[config.mk]
export PLATFORM = sky130hd
export DESIGN_NAME = ddr_dram_end_flat
export DESIGN_NICKNAME = d
export VERILOG_FILES = /design/src/hw/ddr_timing_pkg.sv /design/src/hw/ddr_link_if.sv /design/src/hw/ddr_dram_end.sv /design/src/flat_wrapper.sv
export SDC_FILE = /design/constraint.sdc
export NUM_CORES = 1
export LEC_CHECK = 0
export ABC_AREA = 1
export BUFFER_PORTS_ARGS = -buffer_cell sky130_fd_sc_hd__buf_4
export CAP_MARGIN = 20
export CORE_MARGIN = 3
export CORE_UTILIZATION = 24
export CTS_CLUSTER_SIZE = 40
export DETAILED_ROUTE_END_ITERATION = 10
export GPL_TIMING_DRIVEN = 1
export PLACE_DENSITY = 0.42
export SETUP_SLACK_MARGIN = 0.15
export SLEW_MARGIN = 5
export SYNTH_ARGS = -nofsm -noshare
export SYNTH_HDL_FRONTEND = slang
export SYNTH_SLANG_ARGS = --single-unit
[constraint.sdc]
create_clock -name SYS_CLK_IN -period 1.6 [get_ports SYS_CLK_IN]
set_clock_uncertainty 0.05 [all_clocks]
set_input_delay 0.24 -clock SYS_CLK_IN [delete_from_list [all_inputs] [get_ports SYS_CLK_IN]]
set_output_delay 0.24 -clock SYS_CLK_IN [all_outputs]
set_load 0.1 [all_outputs]
[src/hw/ddr_timing_pkg.sv]
/*
 Shared constants and types for the DDR3 dynamic termination and write
 leveling link model: cycle counts, field widths and termination states.
 Assumes both ends run on one 100 MHz clock that stands for CK.
*/
package ddr_timing_pkg;

   // ----------------------------------------
   // Clock and widths
   // ----------------------------------------
   localparam int CLK_PERIOD_PS = 10000;
   localparam int DQ_WIDTH = 8;
   localparam int LAT_W = 4;
   localparam int WL_W = 5;
   localparam int CNT_W = 6;
   localparam int HIST_DEPTH = 64;
   localparam logic [CNT_W-1:0] CNT_RESET = 6'h00;
   localparam logic [CNT_W-1:0] CNT_MAX = 6'h3F;

   // ----------------------------------------
   // Termination timing in clock edges
   // ----------------------------------------
   localparam int ODT_MIN_HIGH_SHORT_CK = 4;
   localparam int ODT_MIN_HIGH_FULL_CK = 6;
   localparam int NOM_TO_WRITE_OFFSET_CK = 2;
   localparam int TERM_OFF_OFFSET_CK = 2;
   localparam int CHOP_RETURN_CK = 4;
   localparam int FULL_RETURN_CK = 6;

   // ----------------------------------------
   // Write leveling timing
   // ----------------------------------------
   localparam int LEVEL_STROBE_ENABLE_WAIT_CK = 25;
   localparam int LEVEL_FIRST_STROBE_WAIT_CK = 40;
   localparam bit FAST_GRADE = 1'b0;
   localparam int FEEDBACK_MAX_SLOW_PS = 7500;
   localparam int FEEDBACK_MAX_FAST_PS = 7000;
   localparam int FEEDBACK_MAX_PS = FAST_GRADE ? FEEDBACK_MAX_FAST_PS : FEEDBACK_MAX_SLOW_PS;
   localparam int LEVEL_FEEDBACK_SKEW_PS = 2000;
   // Longest time: round down, but never below one cycle.
   localparam int LEVEL_FEEDBACK_DELAY_CK =
      (FEEDBACK_MAX_PS / CLK_PERIOD_PS < 1) ? 1 : FEEDBACK_MAX_PS / CLK_PERIOD_PS;
   // Least time before sampling: round up.
   localparam int LEVEL_SAMPLE_WAIT_CK =
      (FEEDBACK_MAX_PS + LEVEL_FEEDBACK_SKEW_PS + CLK_PERIOD_PS - 1) / CLK_PERIOD_PS;
   localparam int LINK_PIPE_CK = 1;

   typedef enum logic [1:0] {
      TERM_OFF,
      TERM_NOM,
      TERM_WRITE
   } term_t;

endpackage : ddr_timing_pkg

[src/hw/ddr_link_if.sv]
/*
 Link between the memory controller end and the DRAM end: termination
 control, write command, write leveling strobe and data feedback.
 Assumes both ends share SYS_CLK_IN; the bench joins the two modports.
*/
`timescale 1ns/1ps
`default_nettype none
interface ddr_link_if;
   import ddr_timing_pkg::*;

   logic ck_link;
   logic odt;
   logic wr_cmd;
   logic wr_chop;
   logic [LAT_W-1:0] al;
   logic [LAT_W-1:0] cwl;
   logic dyn_odt_en;
   logic level_mode;
   logic dqs;
   logic dqs_oe;
   logic [DQ_WIDTH-1:0] dq;
   logic dq_oe;

   modport ctrl (
      output ck_link, odt, wr_cmd, wr_chop, al, cwl, dyn_odt_en,
      output level_mode, dqs, dqs_oe,
      input dq, dq_oe
   );

   modport dram (
      input ck_link, odt, wr_cmd, wr_chop, al, cwl, dyn_odt_en,
      input level_mode, dqs, dqs_oe,
      output dq, dq_oe
   );
endinterface : ddr_link_if
`default_nettype wire

[src/hw/ddr_dram_end.sv]
/*
 DRAM end: applies nominal and write termination with dynamic switching
 around writes, answers write leveling strobes with the sampled clock
 level on all data lines, and flags link timing violations.
 Assumes the controller end on the other modport and one shared clock
 whose rising edges stand for CK edges.
*/
`timescale 1ns/1ps
`default_nettype none

// Summary of operation
// - Controller holds termination pin high 4+ cycles.
// - Write termination starts write latency minus 2.
// - Chopped write: nominal returns 4 plus off-latency.
// - Full write: nominal returns 6 plus off-latency.
// - Termination change lands 0.3-0.7 cycle after edge.
// - Controller enables strobe at 25, strobes at 40 cycles after entry.
// - Feedback appears within the longest delay; sample after.
// - Feedback lines differ by at most 2 ns.
// - Times convert to cycles, minimum up, maximum down.
// - Cycle limits count real clock edges.
module ddr_dram_end (
   // Clock and reset
   input wire logic SYS_CLK_IN,
   input wire logic NRST_IN,
   // Link
   ddr_link_if.dram LINK,
   // Termination state
   output var ddr_timing_pkg::term_t TERM_STATE_OUT,
   output logic WRITE_WINDOW_OUT,
   // Write leveling state
   output logic LEVEL_MODE_OUT,
   // Link timing violations, sticky until reset
   output logic ODT_SHORT_OUT,
   output logic STROBE_EARLY_OUT
);
   import ddr_timing_pkg::*;

   // ----------------------------------------
   // Latencies
   // ----------------------------------------
   logic [WL_W-1:0] wl;
   logic [CNT_W-1:0] switch_at, off_lat, chop_end, full_end, end_at;
   logic chop;

   always_comb begin
      wl = {1'b0, LINK.al} + {1'b0, LINK.cwl};
      // Write latency below two is not a legal setting.
      switch_at = CNT_W'(wl) - CNT_W'(NOM_TO_WRITE_OFFSET_CK);
      off_lat = CNT_W'(wl) - CNT_W'(TERM_OFF_OFFSET_CK);
      chop_end = CNT_W'(CHOP_RETURN_CK) + off_lat;
      full_end = CNT_W'(FULL_RETURN_CK) + off_lat;
      end_at = chop ? chop_end : full_end;
   end

   // ----------------------------------------
   // Write termination window
   // ----------------------------------------
   logic busy, wr_term, next_busy, next_chop, next_wr_term;
   logic [CNT_W-1:0] cnt, next_cnt;

   // The counter holds the number of edges since the write edge.
   always_comb begin
      next_busy = busy;
      next_chop = chop;
      next_cnt = cnt;
      next_wr_term = wr_term;
      if (LINK.wr_cmd) begin
         next_busy = 1'b1;
         next_chop = LINK.wr_chop;
         next_cnt = CNT_RESET;
         // With a write latency of two the switch falls on the write edge itself.
         if (switch_at == CNT_RESET) begin
            next_wr_term = 1'b1;
         end
      end else if (busy) begin
         next_cnt = cnt + CNT_W'(1);
         if (next_cnt == switch_at) begin
            next_wr_term = 1'b1;
         end
         if (next_cnt == end_at) begin
            next_wr_term = 1'b0;
            next_busy = 1'b0;
         end
      end
   end

   always_ff @(posedge SYS_CLK_IN or negedge NRST_IN) begin
      if (!NRST_IN) begin
         busy <= 1'b0;
         chop <= 1'b0;
         cnt <= CNT_RESET;
         wr_term <= 1'b0;
      end else begin
         busy <= next_busy;
         chop <= next_chop;
         cnt <= next_cnt;
         wr_term <= next_wr_term;
      end
   end

   // ----------------------------------------
   // Nominal termination from pin history
   // ----------------------------------------
   // Bit k holds the pin level sampled k edges before the latest edge.
   logic [HIST_DEPTH-1:0] odt_hist, next_odt_hist;
   logic nom_on;

   always_comb begin
      next_odt_hist = {odt_hist[HIST_DEPTH-2:0], LINK.odt};
      nom_on = odt_hist[switch_at];
   end

   always_ff @(posedge SYS_CLK_IN or negedge NRST_IN) begin
      if (!NRST_IN) begin
         odt_hist <= '0;
      end else begin
         odt_hist <= next_odt_hist;
      end
   end

   // ----------------------------------------
   // Termination output
   // ----------------------------------------
   // Sampling on the falling edge places every change half a cycle after
   // its reference edge, inside the allowed settle window.
   term_t term, next_term;

   always_comb begin
      if (LINK.dyn_odt_en && wr_term) begin
         next_term = TERM_WRITE;
      end else if (nom_on) begin
         next_term = TERM_NOM;
      end else begin
         next_term = TERM_OFF;
      end
   end

   always_ff @(negedge SYS_CLK_IN or negedge NRST_IN) begin
      if (!NRST_IN) begin
         term <= TERM_OFF;
      end else begin
         term <= next_term;
      end
   end

   // ----------------------------------------
   // Write leveling feedback
   // ----------------------------------------
   logic dqs_prev, strobe_rise, dq_oe, lvl, next_dqs_prev, next_dq_oe, next_lvl;
   logic [DQ_WIDTH-1:0] dq, next_dq;

   assign strobe_rise = LINK.level_mode & LINK.dqs_oe & LINK.dqs & ~dqs_prev;

   // One register feeds every line, so the lines carry no skew and the
   // answer arrives one cycle after the strobe, within the longest delay.
   always_comb begin
      next_dqs_prev = LINK.dqs & LINK.dqs_oe;
      next_lvl = LINK.level_mode;
      next_dq_oe = LINK.level_mode;
      next_dq = dq;
      if (!LINK.level_mode) begin
         next_dq = '0;
      end else if (strobe_rise) begin
         next_dq = {DQ_WIDTH{LINK.ck_link}};
      end
   end

   always_ff @(posedge SYS_CLK_IN or negedge NRST_IN) begin
      if (!NRST_IN) begin
         dqs_prev <= 1'b0;
         lvl <= 1'b0;
         dq_oe <= 1'b0;
         dq <= '0;
      end else begin
         dqs_prev <= next_dqs_prev;
         lvl <= next_lvl;
         dq_oe <= next_dq_oe;
         dq <= next_dq;
      end
   end

   // ----------------------------------------
   // Link timing watch
   // ----------------------------------------
   // These flags only report; the device keeps working, because a real
   // part cannot refuse a badly timed controller either.
   logic odt_prev, pulse_full, odt_short, strobe_early;
   logic next_odt_prev, next_pulse_full, next_odt_short, next_strobe_early;
   logic [CNT_W-1:0] odt_run, lvl_cnt, next_odt_run, next_lvl_cnt, odt_min;

   always_comb begin
      next_odt_prev = LINK.odt;
      next_odt_short = odt_short;
      next_strobe_early = strobe_early;
      next_pulse_full = pulse_full;
      next_odt_run = odt_run;
      odt_min = pulse_full ? CNT_W'(ODT_MIN_HIGH_FULL_CK) : CNT_W'(ODT_MIN_HIGH_SHORT_CK);
      if (LINK.odt) begin
         next_odt_run = (odt_run == CNT_MAX) ? odt_run : odt_run + CNT_W'(1);
         if (!odt_prev) begin
            next_odt_run = CNT_W'(1);
            next_pulse_full = 1'b0;
         end
         if (LINK.wr_cmd && !LINK.wr_chop) begin
            next_pulse_full = 1'b1;
         end
      end else if (odt_prev && odt_run < odt_min) begin
         next_odt_short = 1'b1;
      end
      next_lvl_cnt = CNT_RESET;
      if (LINK.level_mode) begin
         next_lvl_cnt = (lvl_cnt == CNT_MAX) ? lvl_cnt : lvl_cnt + CNT_W'(1);
      end
      if (LINK.level_mode && LINK.dqs_oe && lvl_cnt < CNT_W'(LEVEL_STROBE_ENABLE_WAIT_CK)) begin
         next_strobe_early = 1'b1;
      end
      if (strobe_rise && lvl_cnt < CNT_W'(LEVEL_FIRST_STROBE_WAIT_CK)) begin
         next_strobe_early = 1'b1;
      end
   end

   always_ff @(posedge SYS_CLK_IN or negedge NRST_IN) begin
      if (!NRST_IN) begin
         odt_prev <= 1'b0;
         pulse_full <= 1'b0;
         odt_short <= 1'b0;
         strobe_early <= 1'b0;
         odt_run <= CNT_RESET;
         lvl_cnt <= CNT_RESET;
      end else begin
         odt_prev <= next_odt_prev;
         pulse_full <= next_pulse_full;
         odt_short <= next_odt_short;
         strobe_early <= next_strobe_early;
         odt_run <= next_odt_run;
         lvl_cnt <= next_lvl_cnt;
      end
   end

   // ----------------------------------------
   // Outputs
   // ----------------------------------------
   assign LINK.dq = dq;
   assign LINK.dq_oe = dq_oe;
   assign TERM_STATE_OUT = term;
   assign WRITE_WINDOW_OUT = wr_term;
   assign LEVEL_MODE_OUT = lvl;
   assign ODT_SHORT_OUT = odt_short;
   assign STROBE_EARLY_OUT = strobe_early;

endmodule : ddr_dram_end
`default_nettype wire

[src/flat_wrapper.sv]
// flat-port wrapper written by rule: the top's interface ports become plain ports
module ddr_dram_end_flat import ddr_timing_pkg::*;
  (SYS_CLK_IN, NRST_IN, TERM_STATE_OUT, WRITE_WINDOW_OUT, LEVEL_MODE_OUT, ODT_SHORT_OUT, STROBE_EARLY_OUT, LINK_ck_link, LINK_odt, LINK_wr_cmd, LINK_wr_chop, LINK_al, LINK_cwl, LINK_dyn_odt_en, LINK_level_mode, LINK_dqs, LINK_dqs_oe, LINK_dq, LINK_dq_oe);
  ddr_link_if LINK_i ();
  input wire logic SYS_CLK_IN;
  input wire logic NRST_IN;
  output var ddr_timing_pkg::term_t TERM_STATE_OUT;
  output logic WRITE_WINDOW_OUT;
  output logic LEVEL_MODE_OUT;
  output logic ODT_SHORT_OUT;
  output logic STROBE_EARLY_OUT;
  input wire logic [$bits(LINK_i.ck_link)-1:0] LINK_ck_link;
  input wire logic [$bits(LINK_i.odt)-1:0] LINK_odt;
  input wire logic [$bits(LINK_i.wr_cmd)-1:0] LINK_wr_cmd;
  input wire logic [$bits(LINK_i.wr_chop)-1:0] LINK_wr_chop;
  input wire logic [$bits(LINK_i.al)-1:0] LINK_al;
  input wire logic [$bits(LINK_i.cwl)-1:0] LINK_cwl;
  input wire logic [$bits(LINK_i.dyn_odt_en)-1:0] LINK_dyn_odt_en;
  input wire logic [$bits(LINK_i.level_mode)-1:0] LINK_level_mode;
  input wire logic [$bits(LINK_i.dqs)-1:0] LINK_dqs;
  input wire logic [$bits(LINK_i.dqs_oe)-1:0] LINK_dqs_oe;
  output wire logic [$bits(LINK_i.dq)-1:0] LINK_dq;
  output wire logic [$bits(LINK_i.dq_oe)-1:0] LINK_dq_oe;
  assign LINK_i.ck_link = LINK_ck_link;
  assign LINK_i.odt = LINK_odt;
  assign LINK_i.wr_cmd = LINK_wr_cmd;
  assign LINK_i.wr_chop = LINK_wr_chop;
  assign LINK_i.al = LINK_al;
  assign LINK_i.cwl = LINK_cwl;
  assign LINK_i.dyn_odt_en = LINK_dyn_odt_en;
  assign LINK_i.level_mode = LINK_level_mode;
  assign LINK_i.dqs = LINK_dqs;
  assign LINK_i.dqs_oe = LINK_dqs_oe;
  assign LINK_dq = LINK_i.dq;
  assign LINK_dq_oe = LINK_i.dq_oe;
  ddr_dram_end u_core (.SYS_CLK_IN(SYS_CLK_IN), .NRST_IN(NRST_IN), .LINK(LINK_i), .TERM_STATE_OUT(TERM_STATE_OUT), .WRITE_WINDOW_OUT(WRITE_WINDOW_OUT), .LEVEL_MODE_OUT(LEVEL_MODE_OUT), .ODT_SHORT_OUT(ODT_SHORT_OUT), .STROBE_EARLY_OUT(STROBE_EARLY_OUT));
endmodule
==> impl_metrics.toml <==
[die]
die_height_um = 139
fp.dieArea_mm2 = 0.0193
initial_core_util_pct = 24.5
core-area_mm2 = 0.0173
ios = 33
rows = 48
die_x_um = 139

[route]
first_pass_iters = 4
wire_per_inst_um = 12.5
antenna_left = 0
drt_wl_total_um = 10200
via_per_inst = 4.31
first_iter_violations = 193
drc = 0
via_count = 3510

[sta]
worst_slew_pin_slew_ns = 0.340
max_slew_margin_pct = 77.1
setup_viol = 5
period_share_pct = 165
setup_tns_ns = -4.05
holdWs_ns = 0.0328
period_minus_slack_ns = 2.64
finalWorstSetupSlack_ns = -1.04
finalHoldViolCount = 0
timing.fmax_ghz = 0.378
rsz0062_at_grt = "true"
report.final.slew_viol_count = 0

[global_route]
grt_use_total_pct = 11.0
grt_first_pass_wirelength_um = 17100
gr-total-overflow = 0
grt_max_degree = 64
antenna_found_initial = 0
first_global_vias = 3493

[worst_setup_path]
crit_required_ns = 1.79
cp_data_arrival_time_ns = 2.83
path_max_fanout = 6
cp-start-kind = "input port"
path_class = "in2reg"
end_kind = "register"

[placed_design]
gp_congestion = 0.769
placedInstanceArea_mm2 = 0.00531
io_buffers = 32
dp_slack_ns = -1.45
dp_hpwl_um = 7400
placedCellCount = 785

[final_layout]
syn2layout_area_growth_pct = 40.5
fin_area_mm2 = 0.00596
drive_gt1_share_pct = 30.8
n_antenna_cell = 0
fin_nets = 619
instances_no_fill = 815
nFillCells = 1804
post-route-util_pct = 34.5

[logic_synthesis]
synth_nets = 513
synth_warnings = 0
ys.flop_type = "dfrtp_1"
yosys-top-cells-count = "nand2_1 (118), dfrtp_1 (91), nand3_1 (58)"
synthCells = 479
synth-seq-area-share_pct = 54.8
synth_top_area_cell = "dfrtp_1"
async_flop_share_pct = 100
ys_ff_latch = 93
synthDistinctLibCells = 33
postSynthAreaPerCell_um2 = 8.86
yosysMostFrequentCell = "nand2_1"
syn_area_mm2 = 0.00425
synth_area_leaders = "dfrtp_1 (54%), nand2_1 (10%), nand3_1 (6.8%)"
synth_edf_count = 0
synth_top_cell_area_share_pct = 53.6

[power]
p_per_area_mw_per_mm2 = 1130
ir_worst_vdd_uv = 606
total_power_mw = 6.75
power.leakage_nw = 2.87

[clock_tree]
cts-root-buf = "clkbuf_16"
clock-sinks = 93
h-tree-depth = 3
clk_pin_slew_ns = 0.07
cts_buffers = 9
cts_tree = "yes"
clkLatencyLatePin_ns = 0.35
cts_buffer_depth = 2

[status]
outcome = "finished with violations"
failed_checks = "negative setup slack"

[job]
cap_violations = 0

[worst_hold_path]
holdCritPathClass = "in2reg"
cells by family (layout without fill, tap and decap cells):
logic type / count (synthesis) / after routing / synth area share [%]
adder cells (fa/ha/maj): 16 / 16 / 4.89
flip-flops: 93 / 93 / 54.8
buffers and inverters: 80 / 191 / 8.22
AND/OR/NAND/NOR: 219 / 219 / 22.3
AO/OA/AOI/OAI: 68 / 68 / 9.14
XOR/XNOR: 3 / 3 / 0.619
worst max-delay path: stages:
cell and delay, ns:
buf_8 0.08, inv_8 0.03, ha_4 0.25, inv_2 0.03, ha_4 0.15, fa_2 0.71
inv_8 0.07, buf_12 0.13, ha_4 0.21, nand2_4 0.07, nand2_2 0.04, nand2_1 0.06
nand3_1 0.06, nor2_1 0.10, nand3_1 0.12, nor2_4 0.17, nand2_1 0.06, nand2_1 0.07
nand2_1 0.05, nand2_1 0.07, nand2_1 0.06
layout by cell type (no fill, tap or decap), drive strengths merged:
master / netlist / layout
o21ai: 22 / 22
dfrtp: 91 / 91
buf: 21 / 112
nand3: 58 / 58
nor3: 8 / 8
o211ai: 1 / 1
a22oi: 6 / 6
a31oi: 3 / 3
o22ai: 5 / 5
clkbuf: 0 / 9
dlygate4sd3: 0 / 3
nand2: 121 / 121
nor2: 23 / 23
xnor2: 1 / 1
a21oi: 25 / 25
dfrtn: 2 / 2
fa: 1 / 1
nor3b: 2 / 2
xor2: 2 / 2
bufinv: 0 / 1
or2: 1 / 1
o31ai: 1 / 1
a221o: 1 / 1
a211oi: 3 / 3
and2: 1 / 1
ha: 15 / 15
inv: 58 / 63
a41o: 1 / 1
clkinv: 1 / 3
nand4: 5 / 5
final cells by class:
type	count	area, um2	area share, %
Clock buffer	9	225	3.78
Inverter	59	244	4.09
Multi-Input combinational cell	306	1740	29.1
Timing Repair Buffer	115	1060	17.7
Timing Repair inverter	1	6.26	0.105
Tap cell	225	282	4.72
Sequential cell	93	2330	39.1
Clock inverter	7	81.3	1.36
per-layer routing:
metal	vias to the layer above	routed length [um]	track usage [%]	share of wire, %
met5	-	0	0	0
met4	0	163	4.07	1.6
met3	9	351	3.28	3.5
met2	42	4890	17.4	48
met1	1680	4770	14.4	47
li1	1779	-	-	-
registers in the layout, summed over array words and instances, names as in the netlist:
| signal | cells |
|---|---|
| u_core.cnt | 6 |
| u_core.pulse_full | 1 |
| u_core.busy | 1 |
| u_core.lvl_cnt | 6 |
| u_core.odt_hist | 64 |
| u_core.odt_run | 6 |
| u_core.LINK.dq_oe | 1 |
| u_core.ODT_SHORT_OUT | 1 |
| u_core.dqs_prev | 1 |
| u_core.TERM_STATE_OUT | 2 |
| u_core.WRITE_WINDOW_OUT | 1 |
| u_core.STROBE_EARLY_OUT | 1 |
| u_core.LINK.dq | 1 |
| u_core.chop | 1 |
final timing paths:
check,depth (start not counted),from,slack (ns),endpoint
worst max-delay path,21,LINK_cwl[1],-1.04,u_core.WRITE_WINDOW_OUT
worst min-delay path,3,LINK_dqs_oe,0.03,u_core.dqs_prev
max in group asynchronous,2,NRST_IN,0.36,u_core.TERM_STATE_OUT[0]
worst max register to register,10,u_core.odt_hist[45],-0.53,u_core.TERM_STATE_OUT[0]
min in group asynchronous,2,NRST_IN,0.27,u_core.odt_hist[9]
worst min register to register,0,u_core.odt_hist[27],0.32,u_core.odt_hist[28]
power breakdown:
part	total, mW	switching [mW]	internal [mW]	leakage, nW
Clock	2.21	0.973	1.24	0.153
Sequential	2.60	0.102	2.50	1.14
Combinational	1.94	1.10	0.846	1.58
timing repair:
action                                  CTS  global route
hold buffers                              3             0
resized for setup                        30            38
endpoints found under the setup margin   13            23
buffers inserted                          6             4
gates cloned                              1             0
hold endpoints to repair                 93             0
pin swaps                                15             9
No activity file was read; power rests on OpenSTA's default activity.
